`config.mk`:
```
export PLATFORM = sky130hd
export DESIGN_NAME = iepp_top
export DESIGN_NICKNAME = d
export VERILOG_FILES = /design/src/hw/iepp_pkg.sv /design/src/hw/iepp_select.sv /design/src/hw/iepp_top.sv
export VERILOG_INCLUDE_DIRS = /design/src /design/src/hw
export SDC_FILE = /design/constraint.sdc
export NUM_CORES = 1
export LEC_CHECK = 0
export BUFFER_PORTS_ARGS = -buffer_cell sky130_fd_sc_hd__buf_4
export CAP_MARGIN = 0
export CORE_MARGIN = 5
export CORE_UTILIZATION = 40
export CTS_CLUSTER_DIAMETER = 30
export DETAILED_ROUTE_END_ITERATION = 6
export MAX_ROUTING_LAYER = met4
export SYNTH_ARGS = -nofsm -noshare
export SYNTH_HDL_FRONTEND = slang
export SYNTH_HIERARCHICAL = 1
export SYNTH_SLANG_ARGS = --single-unit
```
`constraint.sdc`:
```
create_clock -name clk -period 12.85 [get_ports clk]
set_input_delay 1.285 -clock clk [delete_from_list [all_inputs] [get_ports clk]]
set_output_delay 1.285 -clock clk [all_outputs]
set_load 0.01 [all_outputs]
```
`src/hw/iepp_cfg.svh`:
```
// Offsets, field positions and reset values of the interrupt register slice.
`ifndef IEPP_CFG_SVH
`define IEPP_CFG_SVH

// ----------------------------------------------------------------------------
// Sizes and field positions
// ----------------------------------------------------------------------------
`define IEPP_NUM_IRQ         32
`define IEPP_ADDR_W          12
`define IEPP_DATA_W          32
`define IEPP_PRIO_W          2
`define IEPP_LANE_W          8
`define IEPP_LANES           4
`define IEPP_PRIO_LSB        6

// ----------------------------------------------------------------------------
// Register offsets
// ----------------------------------------------------------------------------
`define IEPP_OFS_ENABLE_SET  12'h100
`define IEPP_OFS_ENABLE_CLR  12'h180
`define IEPP_OFS_PEND_SET    12'h200
`define IEPP_OFS_PEND_CLR    12'h280
`define IEPP_OFS_SENSE_MODE  12'h300
`define IEPP_OFS_ACTIVE      12'h304
`define IEPP_OFS_PRIO_BASE   12'h400

// ----------------------------------------------------------------------------
// Reset values
// ----------------------------------------------------------------------------
`define IEPP_RST_ENABLE      32'h00000000
`define IEPP_RST_PENDING     32'h00000000
`define IEPP_RST_SENSE_MODE  32'h00000000
`define IEPP_RST_PRIO        2'h0

`endif

```
`src/hw/iepp_pkg.sv`:
```
// Types shared by the interrupt register slice.
`include "iepp_cfg.svh"
package iepp_pkg;
  typedef logic [`IEPP_PRIO_W-1:0] iepp_prio_t;
  typedef logic [`IEPP_ADDR_W-1:0] iepp_addr_t;
  typedef logic [`IEPP_DATA_W-1:0] iepp_word_t;
endpackage

```
`src/hw/iepp_select.sv`:
```
// Picks the highest-priority candidate interrupt.
`timescale 1ns/1ns
`default_nettype none
`include "iepp_cfg.svh"
module iepp_select
  import iepp_pkg::*;
#(
  parameter int NUM_IRQ = `IEPP_NUM_IRQ,
  parameter int ID_W    = $clog2(NUM_IRQ)
) (
  input  wire logic [NUM_IRQ-1:0]             cand,
  input  wire logic [NUM_IRQ*`IEPP_PRIO_W-1:0] prio_flat,
  output logic                                found,
  output logic [ID_W-1:0]                     best_id,
  output iepp_prio_t                          best_prio
);

  // ----------------------------------------------------------------------------
  // Selection
  // ----------------------------------------------------------------------------
  // Lower value wins; on a tie the lower interrupt number wins.
  always_comb begin
    found     = 1'b0;
    best_id   = '0;
    best_prio = '0;
    for (int i = 0; i < NUM_IRQ; i++) begin
      if (cand[i] && (!found || prio_flat[i*`IEPP_PRIO_W +: `IEPP_PRIO_W] < best_prio)) begin
        found     = 1'b1;
        best_id   = ID_W'(i);
        best_prio = prio_flat[i*`IEPP_PRIO_W +: `IEPP_PRIO_W];
      end
    end
  end

endmodule
`default_nettype wire

```
`src/hw/iepp_top.sv`:
```
// Interrupt enable, pending, active and priority register slice with request capture.
//
// Behaviour
// - Enable-set write of one enables that interrupt; reads show enabled interrupts.
// - A pending and enabled interrupt is offered to the core by its priority.
// - Disabled interrupts still become pending but are never offered to the core.
// - Enable-clear write of one disables that interrupt; reads show enabled state.
// - Pending-set write of one makes that interrupt pending; reads show pending state.
// - Pending-set on a pending interrupt changes nothing; disabled ones still pend.
// - Pending-clear write of one removes pending state; reads show pending state.
// - Pending-clear writes never alter the active state.
// - Eight priority words hold two bits per interrupt, full-word access only.
// - Each priority word holds four byte fields; lower value means higher priority.
// - Only bits 7:6 of each field are kept; bits 5:0 read zero.
// - Interrupt M lives in priority word M/4, byte lane M mod 4.
// - Each request input may be level-sensitive or pulse.
// - Pulse inputs are sampled on each rising clock edge and latched as pending.
// - Entering an interrupt's service routine clears its pending state.
// - A level line still high at routine return makes the interrupt pending again.
// - Rising edge, or active line while not active, makes the interrupt pending.
// - A pulse during the routine makes it pending and active, pending after exit.
// - Pending-clear on a level interrupt with its line still high changes nothing.
`timescale 1ns/1ns
`default_nettype none
`include "iepp_cfg.svh"
module iepp_top
  import iepp_pkg::*;
#(
  parameter int NUM_IRQ = `IEPP_NUM_IRQ,
  parameter int ID_W    = $clog2(NUM_IRQ)
) (
  input  wire logic               clk,
  input  wire logic               reset,
  input  wire logic [NUM_IRQ-1:0] irq_req,
  input  wire iepp_addr_t         addr,
  input  wire iepp_word_t         wdata,
  input  wire logic               wr_en,
  input  wire logic               rd_en,
  output iepp_word_t              rdata,
  input  wire logic               isr_enter,
  input  wire logic [ID_W-1:0]    isr_enter_id,
  input  wire logic               isr_return,
  input  wire logic [ID_W-1:0]    isr_return_id,
  output logic                    take_valid,
  output logic [ID_W-1:0]         take_id,
  output iepp_prio_t              take_prio,
  output logic [NUM_IRQ-1:0]      irq_enabled,
  output logic [NUM_IRQ-1:0]      irq_pending,
  output logic [NUM_IRQ-1:0]      irq_active
);

  // Four interrupts share each priority word, one per byte lane.
  localparam int PRIO_WORDS = NUM_IRQ / `IEPP_LANES;
  localparam int PI_W       = (PRIO_WORDS > 1) ? $clog2(PRIO_WORDS) : 1;

  // ----------------------------------------------------------------------------
  // Request synchronisers and edge detection
  // ----------------------------------------------------------------------------
  logic [NUM_IRQ-1:0] req_meta;
  logic [NUM_IRQ-1:0] req_sync;
  logic [NUM_IRQ-1:0] req_prev;
  logic [NUM_IRQ-1:0] req_rise;

  // Request lines arrive from outside the clock domain, so two flops settle them first.
  // Only the second flop is read, which adds two cycles before a request can pend.
  always_ff @(posedge clk or posedge reset) begin
    if (reset) begin
      req_meta <= '0;
      req_sync <= '0;
    end else begin
      req_meta <= irq_req;
      req_sync <= req_meta;
    end
  end

  // The previous sample is taken every rising edge, so a one-cycle pulse is seen.
  always_ff @(posedge clk or posedge reset) begin
    if (reset) begin
      req_prev <= '0;
    end else begin
      req_prev <= req_sync;
    end
  end

  // The previous sample resets low like an idle pin, so reset never fakes a rise.
  assign req_rise = req_sync & ~req_prev;

  // ----------------------------------------------------------------------------
  // Address decode
  // ----------------------------------------------------------------------------
  iepp_addr_t        prio_offset;
  logic [PI_W-1:0]   prio_index;
  logic              prio_hit;
  logic              wr_enable_set;
  logic              wr_enable_clr;
  logic              wr_pend_set;
  logic              wr_pend_clr;
  logic              wr_sense_mode;
  logic              wr_prio;

  // Priority words sit at consecutive word offsets from their base. Unaligned or
  // unmapped addresses hit nothing, so writes there are dropped and reads give zero.
  assign prio_offset   = addr - `IEPP_OFS_PRIO_BASE;
  assign prio_index    = prio_offset[PI_W+1:2];
  assign prio_hit      = (addr >= `IEPP_OFS_PRIO_BASE)
                      && (prio_offset < NUM_IRQ)
                      && (prio_offset[1:0] == 2'h0);
  assign wr_enable_set = wr_en && (addr == `IEPP_OFS_ENABLE_SET);
  assign wr_enable_clr = wr_en && (addr == `IEPP_OFS_ENABLE_CLR);
  assign wr_pend_set   = wr_en && (addr == `IEPP_OFS_PEND_SET);
  assign wr_pend_clr   = wr_en && (addr == `IEPP_OFS_PEND_CLR);
  assign wr_sense_mode = wr_en && (addr == `IEPP_OFS_SENSE_MODE);
  assign wr_prio       = wr_en && prio_hit;

  // ----------------------------------------------------------------------------
  // Enable register
  // ----------------------------------------------------------------------------
  // One strobe carries one address, so a set and a clear never meet in one cycle.
  logic [NUM_IRQ-1:0] enabled;

  always_ff @(posedge clk or posedge reset) begin
    if (reset) begin
      enabled <= NUM_IRQ'(`IEPP_RST_ENABLE);
    end else if (wr_enable_set) begin
      enabled <= enabled | wdata[NUM_IRQ-1:0];
    end else if (wr_enable_clr) begin
      enabled <= enabled & ~wdata[NUM_IRQ-1:0];
    end
  end

  // ----------------------------------------------------------------------------
  // Sense mode register
  // ----------------------------------------------------------------------------
  // A one selects pulse detection, a zero level detection.
  logic [NUM_IRQ-1:0] pulse_mode;

  always_ff @(posedge clk or posedge reset) begin
    if (reset) begin
      pulse_mode <= NUM_IRQ'(`IEPP_RST_SENSE_MODE);
    end else if (wr_sense_mode) begin
      pulse_mode <= wdata[NUM_IRQ-1:0];
    end
  end

  // ----------------------------------------------------------------------------
  // Priority fields
  // ----------------------------------------------------------------------------
  iepp_prio_t                      prio [NUM_IRQ];
  logic [NUM_IRQ*`IEPP_PRIO_W-1:0] prio_flat;

  // Only the top two bits of each byte lane are stored; the other bits read zero.
  for (genvar g = 0; g < NUM_IRQ; g++) begin : g_prio
    localparam int LANE = g % `IEPP_LANES;
    localparam int MSB  = LANE * `IEPP_LANE_W + `IEPP_LANE_W - 1;

    always_ff @(posedge clk or posedge reset) begin
      if (reset) begin
        prio[g] <= `IEPP_RST_PRIO;
      end else if (wr_prio && (prio_index == PI_W'(g / `IEPP_LANES))) begin
        prio[g] <= wdata[MSB -: `IEPP_PRIO_W];
      end
    end

    assign prio_flat[g*`IEPP_PRIO_W +: `IEPP_PRIO_W] = prio[g];
  end

  // ----------------------------------------------------------------------------
  // Pending and active state
  // ----------------------------------------------------------------------------
  // A level line pends whenever it is high and its routine is not running. A pulse line
  // pends on each rising edge, even during its routine, so a second pulse is not lost.
  logic [NUM_IRQ-1:0] pending;
  logic [NUM_IRQ-1:0] active;
  logic [NUM_IRQ-1:0] next_pending;
  logic [NUM_IRQ-1:0] next_active;

  for (genvar g = 0; g < NUM_IRQ; g++) begin : g_state
    logic enter_g;
    logic return_g;
    logic level_set_g;
    logic hw_set_g;
    logic sw_set_g;
    logic sw_clr_g;

    assign enter_g  = isr_enter && (isr_enter_id == ID_W'(g));
    assign return_g = isr_return && (isr_return_id == ID_W'(g));

    // A level line held high while the routine runs must not pend until return.
    assign level_set_g = req_sync[g] && ((!active[g] && !enter_g) || return_g);
    assign hw_set_g    = pulse_mode[g] ? req_rise[g] : level_set_g;
    assign sw_set_g    = wr_pend_set && wdata[g];

    // A clear is ignored while a level line still asks for service.
    assign sw_clr_g = wr_pend_clr && wdata[g]
                   && (pulse_mode[g] || !req_sync[g]);

    // Any set beats a clear arriving in the same cycle.
    always_comb begin
      if (hw_set_g || sw_set_g) begin
        next_pending[g] = 1'b1;
      end else if (enter_g || sw_clr_g) begin
        next_pending[g] = 1'b0;
      end else begin
        next_pending[g] = pending[g];
      end
    end

    // Only routine entry and return move the active state.
    always_comb begin
      if (enter_g) begin
        next_active[g] = 1'b1;
      end else if (return_g) begin
        next_active[g] = 1'b0;
      end else begin
        next_active[g] = active[g];
      end
    end
  end

  always_ff @(posedge clk or posedge reset) begin
    if (reset) begin
      pending <= NUM_IRQ'(`IEPP_RST_PENDING);
    end else begin
      pending <= next_pending;
    end
  end

  always_ff @(posedge clk or posedge reset) begin
    if (reset) begin
      active <= '0;
    end else begin
      active <= next_active;
    end
  end

  // ----------------------------------------------------------------------------
  // Offer to the core
  // ----------------------------------------------------------------------------
  // The offer is registered and trails the pending and enable state by one cycle.
  // Active interrupts that pend again stay candidates; preemption is left to the core.
  logic [NUM_IRQ-1:0] cand;
  logic               sel_found;
  logic [ID_W-1:0]    sel_id;
  iepp_prio_t         sel_prio;

  assign cand = pending & enabled;

  iepp_select #(
    .NUM_IRQ (NUM_IRQ),
    .ID_W    (ID_W)
  ) u_select (
    .cand      (cand),
    .prio_flat (prio_flat),
    .found     (sel_found),
    .best_id   (sel_id),
    .best_prio (sel_prio)
  );

  always_ff @(posedge clk or posedge reset) begin
    if (reset) begin
      take_valid <= 1'b0;
      take_id    <= '0;
      take_prio  <= '0;
    end else begin
      take_valid <= sel_found;
      take_id    <= sel_id;
      take_prio  <= sel_prio;
    end
  end

  // ----------------------------------------------------------------------------
  // State outputs
  // ----------------------------------------------------------------------------
  // Copies of the internal state, one cycle late, so that each output leaves a flop.
  always_ff @(posedge clk or posedge reset) begin
    if (reset) begin
      irq_enabled <= '0;
      irq_pending <= '0;
      irq_active  <= '0;
    end else begin
      irq_enabled <= enabled;
      irq_pending <= pending;
      irq_active  <= active;
    end
  end

  // ----------------------------------------------------------------------------
  // Read data
  // ----------------------------------------------------------------------------
  // Reads are decoded from the current state; unmapped addresses return zero.
  iepp_word_t next_rdata;

  always_comb begin
    int idx;
    idx        = 0;
    next_rdata = '0;
    if (prio_hit) begin
      for (int l = 0; l < `IEPP_LANES; l++) begin
        idx = int'(prio_index) * `IEPP_LANES + l;
        next_rdata[l*`IEPP_LANE_W + `IEPP_PRIO_LSB +: `IEPP_PRIO_W] = prio[idx];
      end
    end else begin
      unique case (addr)
        `IEPP_OFS_ENABLE_SET: begin
          next_rdata[NUM_IRQ-1:0] = enabled;
        end
        `IEPP_OFS_ENABLE_CLR: begin
          next_rdata[NUM_IRQ-1:0] = enabled;
        end
        `IEPP_OFS_PEND_SET: begin
          next_rdata[NUM_IRQ-1:0] = pending;
        end
        `IEPP_OFS_PEND_CLR: begin
          next_rdata[NUM_IRQ-1:0] = pending;
        end
        `IEPP_OFS_SENSE_MODE: begin
          next_rdata[NUM_IRQ-1:0] = pulse_mode;
        end
        `IEPP_OFS_ACTIVE: begin
          next_rdata[NUM_IRQ-1:0] = active;
        end
        default: begin
          next_rdata = '0;
        end
      endcase
    end
  end

  // Read data stand only in the cycle after the strobe.
  always_ff @(posedge clk or posedge reset) begin
    if (reset) begin
      rdata <= '0;
    end else if (rd_en) begin
      rdata <= next_rdata;
    end else begin
      rdata <= '0;
    end
  end

endmodule
`default_nettype wire

```
Yosys cells after proc, flatten, opt, wreduce, memory -nomap -nowiden:

Index checks and enable logic that the tools add are counted.

* output and inout bits: 136
* word-level logic and storage cells: 1141
* memory bits (writable): 0
* latch bits: 0
* memories kept: 0
* bits in read-only memories: 0
* flip-flop bits (word level): 424
* input port bits: 92

* shifts and indexed selects: 0
* $add $sub $neg: 4
* order comparisons: 37
* reductions and logical operators: 628
* $mul: 0
* bitwise gates (word level): 10
* div/mod/pow operators: 0
* eq/ne operators: 75
* muxes and demuxes: 279

Operator list (number)
* logical AND 1 bit: 271
* two-way mux 1 bit: 193
* == test 5 bit, second input constant: 32
* logical OR 1 bit: 159
* nonzero test 2 bit: 65
* greater-or-equal comparator 32 x 6 -> 1 bit, second input constant: 4
* one-hot mux 32 bit (4 select lines): 1
* zero test 1 bit: 127
* AND 32 bit: 3
* two-way mux 32 bit: 3
* inverter 6 -> 32 bit: 3
* two-way mux 2 bit: 46
* == test 5 x 4 -> 1 bit, second input constant: 16
* two-way mux 5 bit: 16
* inverter 32 bit: 2
* less-than comparator 2 bit: 31
* == test 12 x 10 -> 1 bit, second input constant: 4
* binary-select mux 2 bit (select 5 bit): 4
* == test 5 x 3 -> 1 bit, second input constant: 8
* two-way mux 4 bit: 8
* inverter 5 -> 32 bit: 1
* bitwise OR 32 bit: 1
* == test 12 x 9 -> 1 bit, second input constant: 2
* two-way mux 6 bit: 4
* 15 further kinds: 29

Logic depth before layout (Yosys ltp):

Gate-level depths: netlist of run 1.

* depth after elaboration: 126
* mapped depth: 38
* depth with buffers taken out: 37

Cells and area by module:

Netlist of run 1, hierarchy kept.

By module, submodules not included
* iepp_top: cells each 1276, area an instance 16707.3 um^2, times used 1
* iepp_select: cells each 630, area an instance 3911.3 um^2, times used 1

Worst setup path before layout of run 1:

OpenSTA, ideal clock, no wires.

* path kind: reg-to-reg
* start: register pending[0]
* end: register take_id[2]
* arrival: 7.776 ns
* path buffers: 1
* setup time: 0.139 ns
* stages on the path, launching flop included: 39
* period minus slack after synthesis: 7.915 ns
* setup slack: 4.935 ns
* data required time: 12.711 ns
* cell sequence: dfrtp_1 and2_1 nand2_1 ha_1 a21oi_1 o21ai_0 mux2_2 ha_1 o22ai_1 nand2_1 a21oi_1 a21oi_4 inv_2 ha_1 nor2_1 o21ai_4 nand4_2 and2_4 [3 not listed] o21ai_2 buf_6 a31oi_1 nor2_1 nor4_1 o21ai_2 a31oi_4 nor3_4 o211ai_1 o2111ai_2 a31oi_1 o21ai_2 a221oi_1 ha_1 o22ai_1 nand2_1 o21ai_1 or4b_1

* cells in the longest elaborated chain, start to end: 126
* elaborated cells between the ends (all ways): 215

Ends and longest elaborated chain
* from (decl): RTL line iepp_top.sv:172 `logic [NUM_IRQ-1:0] pending;`
* from (signal assigned): RTL line iepp_top.sv:222 `` pending <= NUM_IRQ'(`IEPP_RST_PENDING); ``
* from (signal assigned): RTL line iepp_top.sv:224 `pending <= next_pending;`
* AND 32 bit *: RTL line iepp_top.sv:246 `assign cand = pending & enabled;`
* named net cand[0]: RTL line iepp_top.sv:241 `logic [NUM_IRQ-1:0] cand;`
* two-way mux 2 bit / two-way mux 1 bit (equally long branches): RTL line iepp_select.sv:27 `` if (cand[i] && (!found || prio_flat[i*`IEPP_PRIO_W +: `IEPP_PRIO_W] < best_prio)) begin ``
* less-than comparator 2 bit / zero test 1 bit (equally long branches): RTL line iepp_select.sv:27
* logical OR 1 bit: RTL line iepp_select.sv:27
* logical AND 1 bit: RTL line iepp_select.sv:27
* two-way mux 2 bit / two-way mux 1 bit (equally long branches): RTL line iepp_select.sv:27
* less-than comparator 2 bit / zero test 1 bit (equally long branches): RTL line iepp_select.sv:27
* [112 not listed]
* logical OR 1 bit: RTL line iepp_select.sv:27
* logical AND 1 bit: RTL line iepp_select.sv:27
* two-way mux 2 bit / two-way mux 1 bit (equally long branches): RTL line iepp_select.sv:27
* less-than comparator 2 bit / zero test 1 bit (equally long branches): RTL line iepp_select.sv:27
* logical OR 1 bit: RTL line iepp_select.sv:27
* logical AND 1 bit: RTL line iepp_select.sv:27
* two-way mux 5 bit *: RTL line iepp_select.sv:27
* named net sel_id[2]: RTL line iepp_top.sv:243 `logic [ID_W-1:0] sel_id;`
* to (signal assigned): RTL line iepp_top.sv:266 `take_id <= sel_id;`
* to (decl): RTL line iepp_top.sv:45 `output logic [ID_W-1:0] take_id,`

Mark *: on every way through the listed nets, which the timed path passes. The rest lies on a longest branch.
A chain may end at the register's enable or synchronous reset.

Final worst setup path of run 1:

Same ends and word-level chain as after synthesis.

==> results of run 1 <==
placed cells by master, fill, tap and decap left out, types with 10 or more instances in the layout:
cell type / n
dfrtp_1: 424
buf_4: 244
nand2_1: 201
mux2_2: 117
a21oi_1: 116
o21ai_0: 114
clkbuf_16: 91
nor2_1: 89
inv_1: 87
mux2i_1: 42
a22oi_1: 41
and2_1: 41
o22ai_1: 39
o22a_1: 33
a311o_1: 28
nand3_1: 26
nor3_1: 24
a211oi_1: 18
nor2b_1: 17
a21o_1: 16
mux4_2: 16
a31oi_1: 16
nand2b_1: 15
a22o_1: 15
o211ai_1: 12
mux2_1: 12
o221ai_1: 12
inv_6: 12
o21a_1: 12
o21ai_1: 12
maj3_1: 12
clkinvlp_4: 10
clkinv_2: 10
bufinv_16: 10
clkbuf_1: 10
sequential cells by signal, indices dropped and copies added, names as in the netlist, named ones only:
register / flops
take_id: 5
req_sync: 32
take_prio: 2
req_prev: 32
take_valid: 1
req_meta: 32
prio: 64
irq_pending: 32
pending: 32
rdata: 32
irq_enabled: 32
pulse_mode: 32
irq_active: 32
active: 32
critical path, delay by kind of cell, from the launching register on:
family	cells	cell delay, ns
flops	1	0.39
compound gates	21	4.90
buf+inv	1	0.20
simple gates	10	2.18
mux	1	0.43
fa+ha+maj	4	1.12
metal layers:
layer  track usage [%]  vias to the layer above  routed length (um)
li1                  -                     7568                   -
met5                 -                        -                   0
met2              39.2                      789               33200
met3              8.09                      112                6610
met4              7.50                        0                1770
met1              34.2                     8630               31300
cells by family (layout without fill, tap and decap cells):
logic type                 count (synthesis)  count (layout)  share of synthesized area, %
buffers and inverters                    187             503                          3.79
and+or+nand+nor                          508             508                          13.0
DFF                                      424             424                          51.5
adders and majority gates                 18              18                         0.941
muxes                                    187             187                          10.8
AOI/OAI and AO/OA                        582             582                          19.9
other                                      0               3                             0
path summary, 6_finish.rpt:
path / end
min in group asynchronous: rdata[1]
min reg2reg: req_sync[16]
max in group asynchronous: req_prev[27]
min: req_sync[16]
max: take_id[2]
max reg2reg: take_id[2]
cell type report:
class / count / share of cell area, %
well taps: 680 / 3.26
multi-input cells: 1295 / 35.5
diodes: 3 / 0.0288
inverters: 91 / 1.32
flip-flops and latches: 424 / 40.7
clock buffers: 108 / 9.24
repair buffers: 246 / 7.17
clock inverters: 58 / 2.87
synthesized netlist by cell type, types with 39 or more instances:
master	number	area, um2
o22ai_1	39	244
a22oi_1	41	308
dfrtp_1	424	10600
mux2_2	117	1320
mux2i_1	42	420
nand2_1	201	754
inv_1	88	330
nor2_1	90	338
clkbuf_1	67	251
o21ai_0	114	571
a21oi_1	116	581
and2_1	42	263
stage by stage:
| step | worst slack, ns | instances | area, um2 | util (%) | hold slack [ns] |
|---|---|---|---|---|---|
| after floorplan | 4.94 | 1906 | 20600 | - | 0.331 |
| after global placement | 3.75 | 2736 | 22900 | 44.8 | 0.332 |
| after detailed placement | 3.52 | 2736 | 22900 | 44.8 | 0.335 |
| after CTS | 3.45 | 2902 | 26100 | 51.0 | 0.343 |
| after global routing | 2.79 | 2903 | 26100 | 51.0 | 0.350 |
| final | 3.42 | 2905 | 26100 | 51.0 | 0.340 |
where the power goes:
group | leakage [uW] | switching (uW) | total, uW | internal [uW]
sequential | 0.00525 | 56.9 | 1460 | 1410
combinational | 0.00479 | 137 | 228 | 91.6
clock | 0.00153 | 814 | 2380 | 1560
total | 0.0116 | 1010 | 4070 | 3060
==> impl_metrics.tcl, run 1 <==
set metrics [dict create \
    detail-route-antenna-nets 0 \
    cp-startpoint "pending[0]" \
    worstHoldStart "req_meta[16]" \
    status "completed" \
    slew_violations 0 \
    synthDistinctLibCells 114 \
    num_rows 83 \
    routabilityCongestion 0.970 \
    r2r_start "pending[0]" \
    setup-violations-final 0 \
    area_growth_pct 26.6 \
    min_period_ns 9.43 \
    max_stage_delay_ns 0.54 \
    cts_tree "built" \
    synth_fp_nets 2003 \
    total_power_uw 4070 \
    die_w_um 237 \
    die-area_um2 56200 \
    cpMostUsedCell "ha_1" \
    grt_pass1_vias 17234 \
    vias 17099 \
    numCtsBuffers 90 \
    synthArstFlopShare_pct 100 \
    hpwl_um 50200 \
    hold_viol 0 \
    arrival_ns 9.92 \
    htree_levels 3 \
    cts_root_buf "clkbuf_16" \
    firstDrtPassIters 5 \
    slowest_stage "or4b_1" \
    antenna_found_initial 3 \
    start_util_pct 40.3 \
    r2r_slack_ns 3.42 \
    layout-drive-gt1-share_pct 27.4 \
    drt_iter0_markers 1669 \
    syn-instance-count 1906 \
    ios 228 \
    die_y_um 237 \
    clock-sinks 424 \
    finalWirelength_um 72900 \
    postCtsSetupBuffers 0 \
    ys_warn_count 6 \
    critPathLaunchType "register" \
    tightest_slew_ns 1.08 \
    ys_ff_latch 424 \
    drv_cap 0 \
    cts.repair.resized 0 \
    drc 0 \
    ys.flop_type "dfrtp_1" \
    hp-class "register to register" \
    portBuffers 227 \
    ir_drop_mv 0.126 \
    worstSetupPathType "register to register" \
    fin_nets 2245 \
    ff2ff_path_depth 37 \
    synth_edf_count 0 \
    grt-ovfl-total 0 \
    rsz0062_at_grt "false" \
    clkLatencyLatePin_ns 0.65 \
    grt_pass1_wl_um 109000 \
    syn_avg_cell_area_um2 10.8 \
    crit_required_ns 13.34 \
    slew_headroom_pct 28.3 \
    multiInputGateArea_um2 9260 \
    finalCritPeriodShare_pct 73.4 \
    hold_depth 0 \
    grt_use_total_pct 26.1 \
    end_kind "register" \
    finClkSkew_ns 0.0455 \
    core_um2 51200 \
    nFillCells 4525 \
    timing.fmax_mhz 106 \
    synth-seq-area-share_pct 51.5 \
    grt_max_degree 174 \
    synth.cell_area_um2 20600 \
    wl_per_cell_um 25.1 \
    path_max_fanout 10 \
    leakage_uw 0.0116 \
    cts.clk_slew.worst_paths_ns 0.05 \
    viasPerCell 5.89 \
    holdBufCountCts 0 \
    fin_setup_tns_ns 0 \
    powerDensity_nw_per_um2 156 \
    clock_path_buffers 3 \
    ff_latch_area_um2 10600 \
]
No activity file was read; power rests on OpenSTA's default activity.
==> run 2, diff against run 1 <==
Clock period 12.85 ns to 8.6 ns, I/O delays scaled along.
==> impl_metrics.tcl, run 2 (synthesis results as in run 1) <==
set metrics [dict create \
    end_kind "register" \
    drc 0 \
    clkLatencyLatePin_ns 0.64 \
    die_y_um 237 \
    grt-ovfl-total 0 \
    num_rows 83 \
    routabilityCongestion 0.961 \
    finClkSkew_ns 0.0463 \
    detail-route-antenna-nets 0 \
    firstDrtPassIters 5 \
    hp-class "input port to register" \
    total_power_uw 6230 \
    cts.clk_slew.worst_paths_ns 0.05 \
    critPathLaunchType "register" \
    fin_setup_tns_ns 0 \
    start_util_pct 40.3 \
    slew_violations 0 \
    cp_num_buf_inv 2 \
    min_period_ns 8.33 \
    core_um2 51200 \
    path_max_fanout 6 \
    drv_cap 0 \
    portBuffers 227 \
    grt_pass1_wl_um 111000 \
    status "completed" \
    setup-violations-final 0 \
    die_w_um 237 \
    leakage_uw 0.0118 \
    slew_headroom_pct 17.8 \
    clock-sinks 424 \
    regMostFlops "prio" \
    finalCritPeriodShare_pct 96.9 \
    r2r_start "pending[0]" \
    ios 228 \
    tightest_slew_ns 1.23 \
    numCtsBuffers 92 \
    grt_max_degree 115 \
    cts_root_buf "clkbuf_16" \
    htree_levels 3 \
    wl_per_cell_um 25.4 \
    layout_common_cells "dfrtp_1, buf_4, nand2_1" \
    setup_slack_ns 0.271 \
    crit_family "compound AO/OA/AOI/OAI gates" \
    pwr-share-seq_pct 35.0 \
    area_growth_pct 29.3 \
    switching_share_pct 24.8 \
    p_int_uw 4690 \
    power_frac_comb_pct 5.5 \
    largest_register_ffs 64 \
    cts_tree "built" \
    switching_power_uw 1550 \
    slowest_stage "or4b_1" \
    worstSetupPathType "register to register" \
    hold_viol 0 \
    antenna_found_initial 1 \
    cp-startpoint "pending[0]" \
    hpwl_um 51500 \
    grt_pass1_vias 17410 \
    powerDensity_nw_per_um2 234 \
    max_stage_delay_ns 0.52 \
    finalWirelength_um 74500 \
    layout_commonest_cell "dfrtp_1" \
    die-area_um2 56200 \
    pre_cts_ws_ns 0.0995 \
    crit_required_ns 9.09 \
    viasPerCell 5.93 \
    antenna_cells 0 \
    grt_use_total_pct 26.6 \
    worstHoldStart "irq_req[19]" \
    drt_iter0_markers 1758 \
    layout-drive-gt1-share_pct 29.7 \
    timing.fmax_mhz 120 \
    clkPwrFrac_pct 59.5 \
    clock_path_buffers 3 \
    ir_drop_mv 0.147 \
    arrival_ns 8.82 \
    fin_nets 2272 \
    vias 17391 \
]
-- run 2: cell types whose count changed in the layout (fill, tap and decap cells not counted), moves of 4 or more --
cell | previous run | this run
buf_4 | 244 | 269
clkinv_4 | 8 | 15
a31oi_4 | 1 | 6
clkbuf_1 | 10 | 5
a21oi_1 | 116 | 112
a31oi_1 | 16 | 12
-- run 2: routing by layer --
metal	track usage, %	vias to the layer above	wire length (um)
met1	36.6	8848	32900
met2	40.7	813	34500
li1	-	7617	-
met4	6.94	0	1520
met3	5.30	113	5580
met5	-	-	0
-- run 2: final cells by class --
class	count	area, um2
clock buffers	105	2440
clock inverters	69	911
fillers	4533	24500
inverters	91	345
multi-input cells	1296	9460
flip-flops and latches	424	10600
well taps	680	851
repair buffers	270	2040
-- run 2: path summary, 6_finish.rpt --
| path | end | slack (ns) | cells after the start |
|---|---|---|---|
| setup / recovery | take_id[2] | 0.27 | 38 |
| hold / removal | req_meta[19] | 0.33 | 1 |
| setup reg to reg | take_id[2] | 0.27 | 38 |
| hold reg to reg | req_sync[17] | 0.35 | 0 |
| max in group asynchronous | pending[27] | 6.10 | 4 |
| min in group asynchronous | prio[53] | 0.36 | 2 |
-- run 2: repair_timing --
item / 4_1_cts / 5_1_grt
endpoints found under the setup margin: 0 / 7
setup buffers: 0 / 12
hold buffers: 0 / 0
hold endpoints to repair: 0 / 0
gates resized for setup: 0 / 38
-- run 2: through the flow --
step,hold slack (ns),utilization [%],std cells,area (um2)
after floorplan,0.331,-,1906,20600
after global placement,0.332,44.9,2748,23000
after detailed placement,0.336,44.9,2748,23000
after CTS,0.297,51.5,2922,26400
after global routing,0.305,52.1,2935,26700
final,0.329,52.1,2935,26700
-- run 2: power groups by stage --
stage | Clock, uW | Combinational [uW] | Sequential [uW]
2_1_floorplan | 0 | 152 | 2200
5_1_grt | 3870 | 373 | 2190
4_1_cts | 3760 | 345 | 2180
3_5_place_dp | 0 | 343 | 2210
3_3_place_gp | 0 | 337 | 2210
6_report | 3710 | 341 | 2180
==> run 3, diff against run 2 <==
Settings changed: ABC_AREA set to 1.
==> impl_metrics.tcl, run 3 <==
set metrics [dict create \
    slew_headroom_pct 27.3 \
    layout-drive-gt1-share_pct 31.2 \
    synth_top_cell_by_area "dfrtp_1" \
    core_um2 48600 \
    ff2ff_path_depth 171 \
    arrival_ns 16.72 \
    fin_nets 3061 \
    grt_pass1_vias 18860 \
    ys.flop_type "dfrtp_1" \
    viasPerCell 5.18 \
    worstSetupPathType "register to register" \
    clkLatencyLatePin_ns 0.64 \
    netlist.area_leader.share_pct 54.2 \
    syn_avg_cell_area_um2 8.18 \
    firstDrtPassIters 6 \
    slowest_stage "dfrtp_1" \
    synthArstFlopShare_pct 100 \
    synth_fp_nets 2493 \
    end_kind "register" \
    synthDistinctLibCells 37 \
    hold_depth 1 \
    critPathLaunchType "register" \
    status "finished with violations" \
    placed_cell_area_um2 23200 \
    die_y_um 231 \
    finalWirelength_um 71900 \
    synth_edf_count 0 \
    grt_pass1_wl_um 108000 \
    clock_path_buffers 3 \
    holdBufCountCts 0 \
    routabilityCongestion 0.991 \
    timing.fmax_mhz 61.8 \
    utilization_pct 57.5 \
    ys_warn_count 6 \
    cts.clk_slew.worst_paths_ns 0.05 \
    regMostFlops "prio" \
    min_period_ns 16.18 \
    largest_register_ffs 64 \
    die-area_um2 53500 \
    htree_levels 3 \
    hp-class "input port to register" \
    drv_cap 0 \
    ys_ff_latch 424 \
    cts_root_buf "clkbuf_16" \
    num_rows 81 \
    finalCritPeriodShare_pct 188 \
    fin_setup_tns_ns -51.91 \
    crit_required_ns 9.13 \
    drc 0 \
    synth-seq-area-share_pct 54.2 \
    setup_slack_ns -7.58 \
    vias 18997 \
    hold_viol 0 \
    finClkSkew_ns 0.0437 \
    grt_use_total_pct 26.8 \
    die_w_um 231 \
    path_max_fanout 4 \
    clock-sinks 424 \
    grt-ovfl-total 0 \
    portBuffers 227 \
    syn-instance-count 2396 \
    ios 228 \
    drt_iter0_markers 1696 \
    hpwl_um 48900 \
    violations "negative setup slack" \
    area_growth_pct 42.7 \
    grt_max_degree 82 \
    wl_per_cell_um 19.6 \
    cts_tree "built" \
    synth_most_common_cell "nand2_1" \
    rsz0062_at_grt "true" \
    powerDensity_nw_per_um2 228 \
    cpMostUsedCell "buf_4" \
    synth.cell_area_um2 19600 \
    slew_violations 0 \
    antenna_found_initial 4 \
    tightest_slew_ns 1.09 \
    synth_area_leaders "dfrtp_1, nand2_1, nand3_1, inv_1, nor2_1" \
    max_stage_delay_ns 0.35 \
    leakage_uw 0.0142 \
    ir_drop_mv 0.152 \
    numCtsBuffers 96 \
    setup-violations-final 7 \
    hold_ws_ns 0.337 \
    start_util_pct 40.3 \
    detail-route-antenna-nets 0 \
    layout_commonest_cell "nand2_1" \
    stdcell_area_um2 28000 \
    ys_top_cells_by_count "nand2_1, dfrtp_1, inv_1" \
    layout_common_cells "nand2_1, buf_4, dfrtp_1" \
]
-- run 3: changes by cell type after synthesis, moves of 98 or more --
cell / change
a21oi_1: -100
inv_1: +197
mux2_2: -117
nand2_1: +547
nand3_1: +250
nor2_1: +98
-- run 3: layout make-up --
class,count,area (um2)
antenna,3,7.51
clock buffer,119,2700
clock inverter,58,802
fill,4268,20700
inverter,293,1110
multi-input combinational,1623,8000
sequential,424,10600
tap,622,778
timing repair buffer,526,3960
-- run 3: cells by family (layout without fill, tap and decap cells) --
group	Yosys count	in the layout	synth area share, %
AO/OA/AOI/OAI	276	276	8.07
adder cells (fa/ha/maj)	5	5	0.319
buffers and inverters	349	996	7.40
flip-flops	424	424	54.2
other	0	3	0
AND/OR/NAND/NOR	1342	1342	30.0
-- run 3: worst paths after layout --
kind	startpoint	endpoint	slack, ns
setup / recovery	register	take_id[0]	-7.58
hold / removal	irq_req[23]	req_meta[23]	0.34
setup reg to reg	register	take_id[0]	-7.58
hold reg to reg	req_meta[18]	req_sync[18]	0.34
max in group asynchronous	reset	irq_enabled[15]	5.97
min in group asynchronous	reset	prio[61]	0.36
-- run 3: through the flow --
stage,instances,worst slack [ns],power [uW]
final,3668,-7.58,6380
after global routing,3668,-8.85,6570
after CTS,3637,-6.55,6410
after detailed placement,3382,-6.58,2520
after global placement,3382,-5.55,2510
after floorplan,2396,-5.21,2320
-- run 3: layer usage --
| layer | GRT usage [%] | routed length (um) | part of all wire (%) | vias to the layer above |
|---|---|---|---|---|
| li1 | - | - | - | 8790 |
| met1 | 34.7 | 29900 | 42 | 9212 |
| met2 | 41.8 | 33700 | 47 | 803 |
| met3 | 5.32 | 5530 | 7.7 | 192 |
| met4 | 11.1 | 2800 | 3.9 | 0 |
| met5 | - | 0 | 0 | - |
-- run 3: critical path, delay by kind of cell (launching register included) --
family / cells / cell delay, ns
and+or+nand+nor: 111 / 8.15
adders and majority gates: 3 / 0.78
buffers and inverters: 54 / 6.59
AOI/OAI and AO/OA: 3 / 0.23
DFF: 1 / 0.35
-- run 3: where the power goes --
| part | internal, uW | switching, uW | total, uW |
|---|---|---|---|
| clock network | 2680 | 1210 | 3880 |
| registers | 2100 | 80.4 | 2180 |
| logic | 117 | 197 | 313 |
| total | 4890 | 1480 | 6380 |
-- run 3: timing repair --
| action | in CTS | in global routing |
|---|---|---|
| pin swaps | 4 | 57 |
| gates resized for setup | 13 | 116 |
| hold endpoints to repair | 0 | 0 |
| cloned | 0 | 0 |
| setup endpoints to repair | 7 | 8 |
| buffers inserted | 78 | 30 |
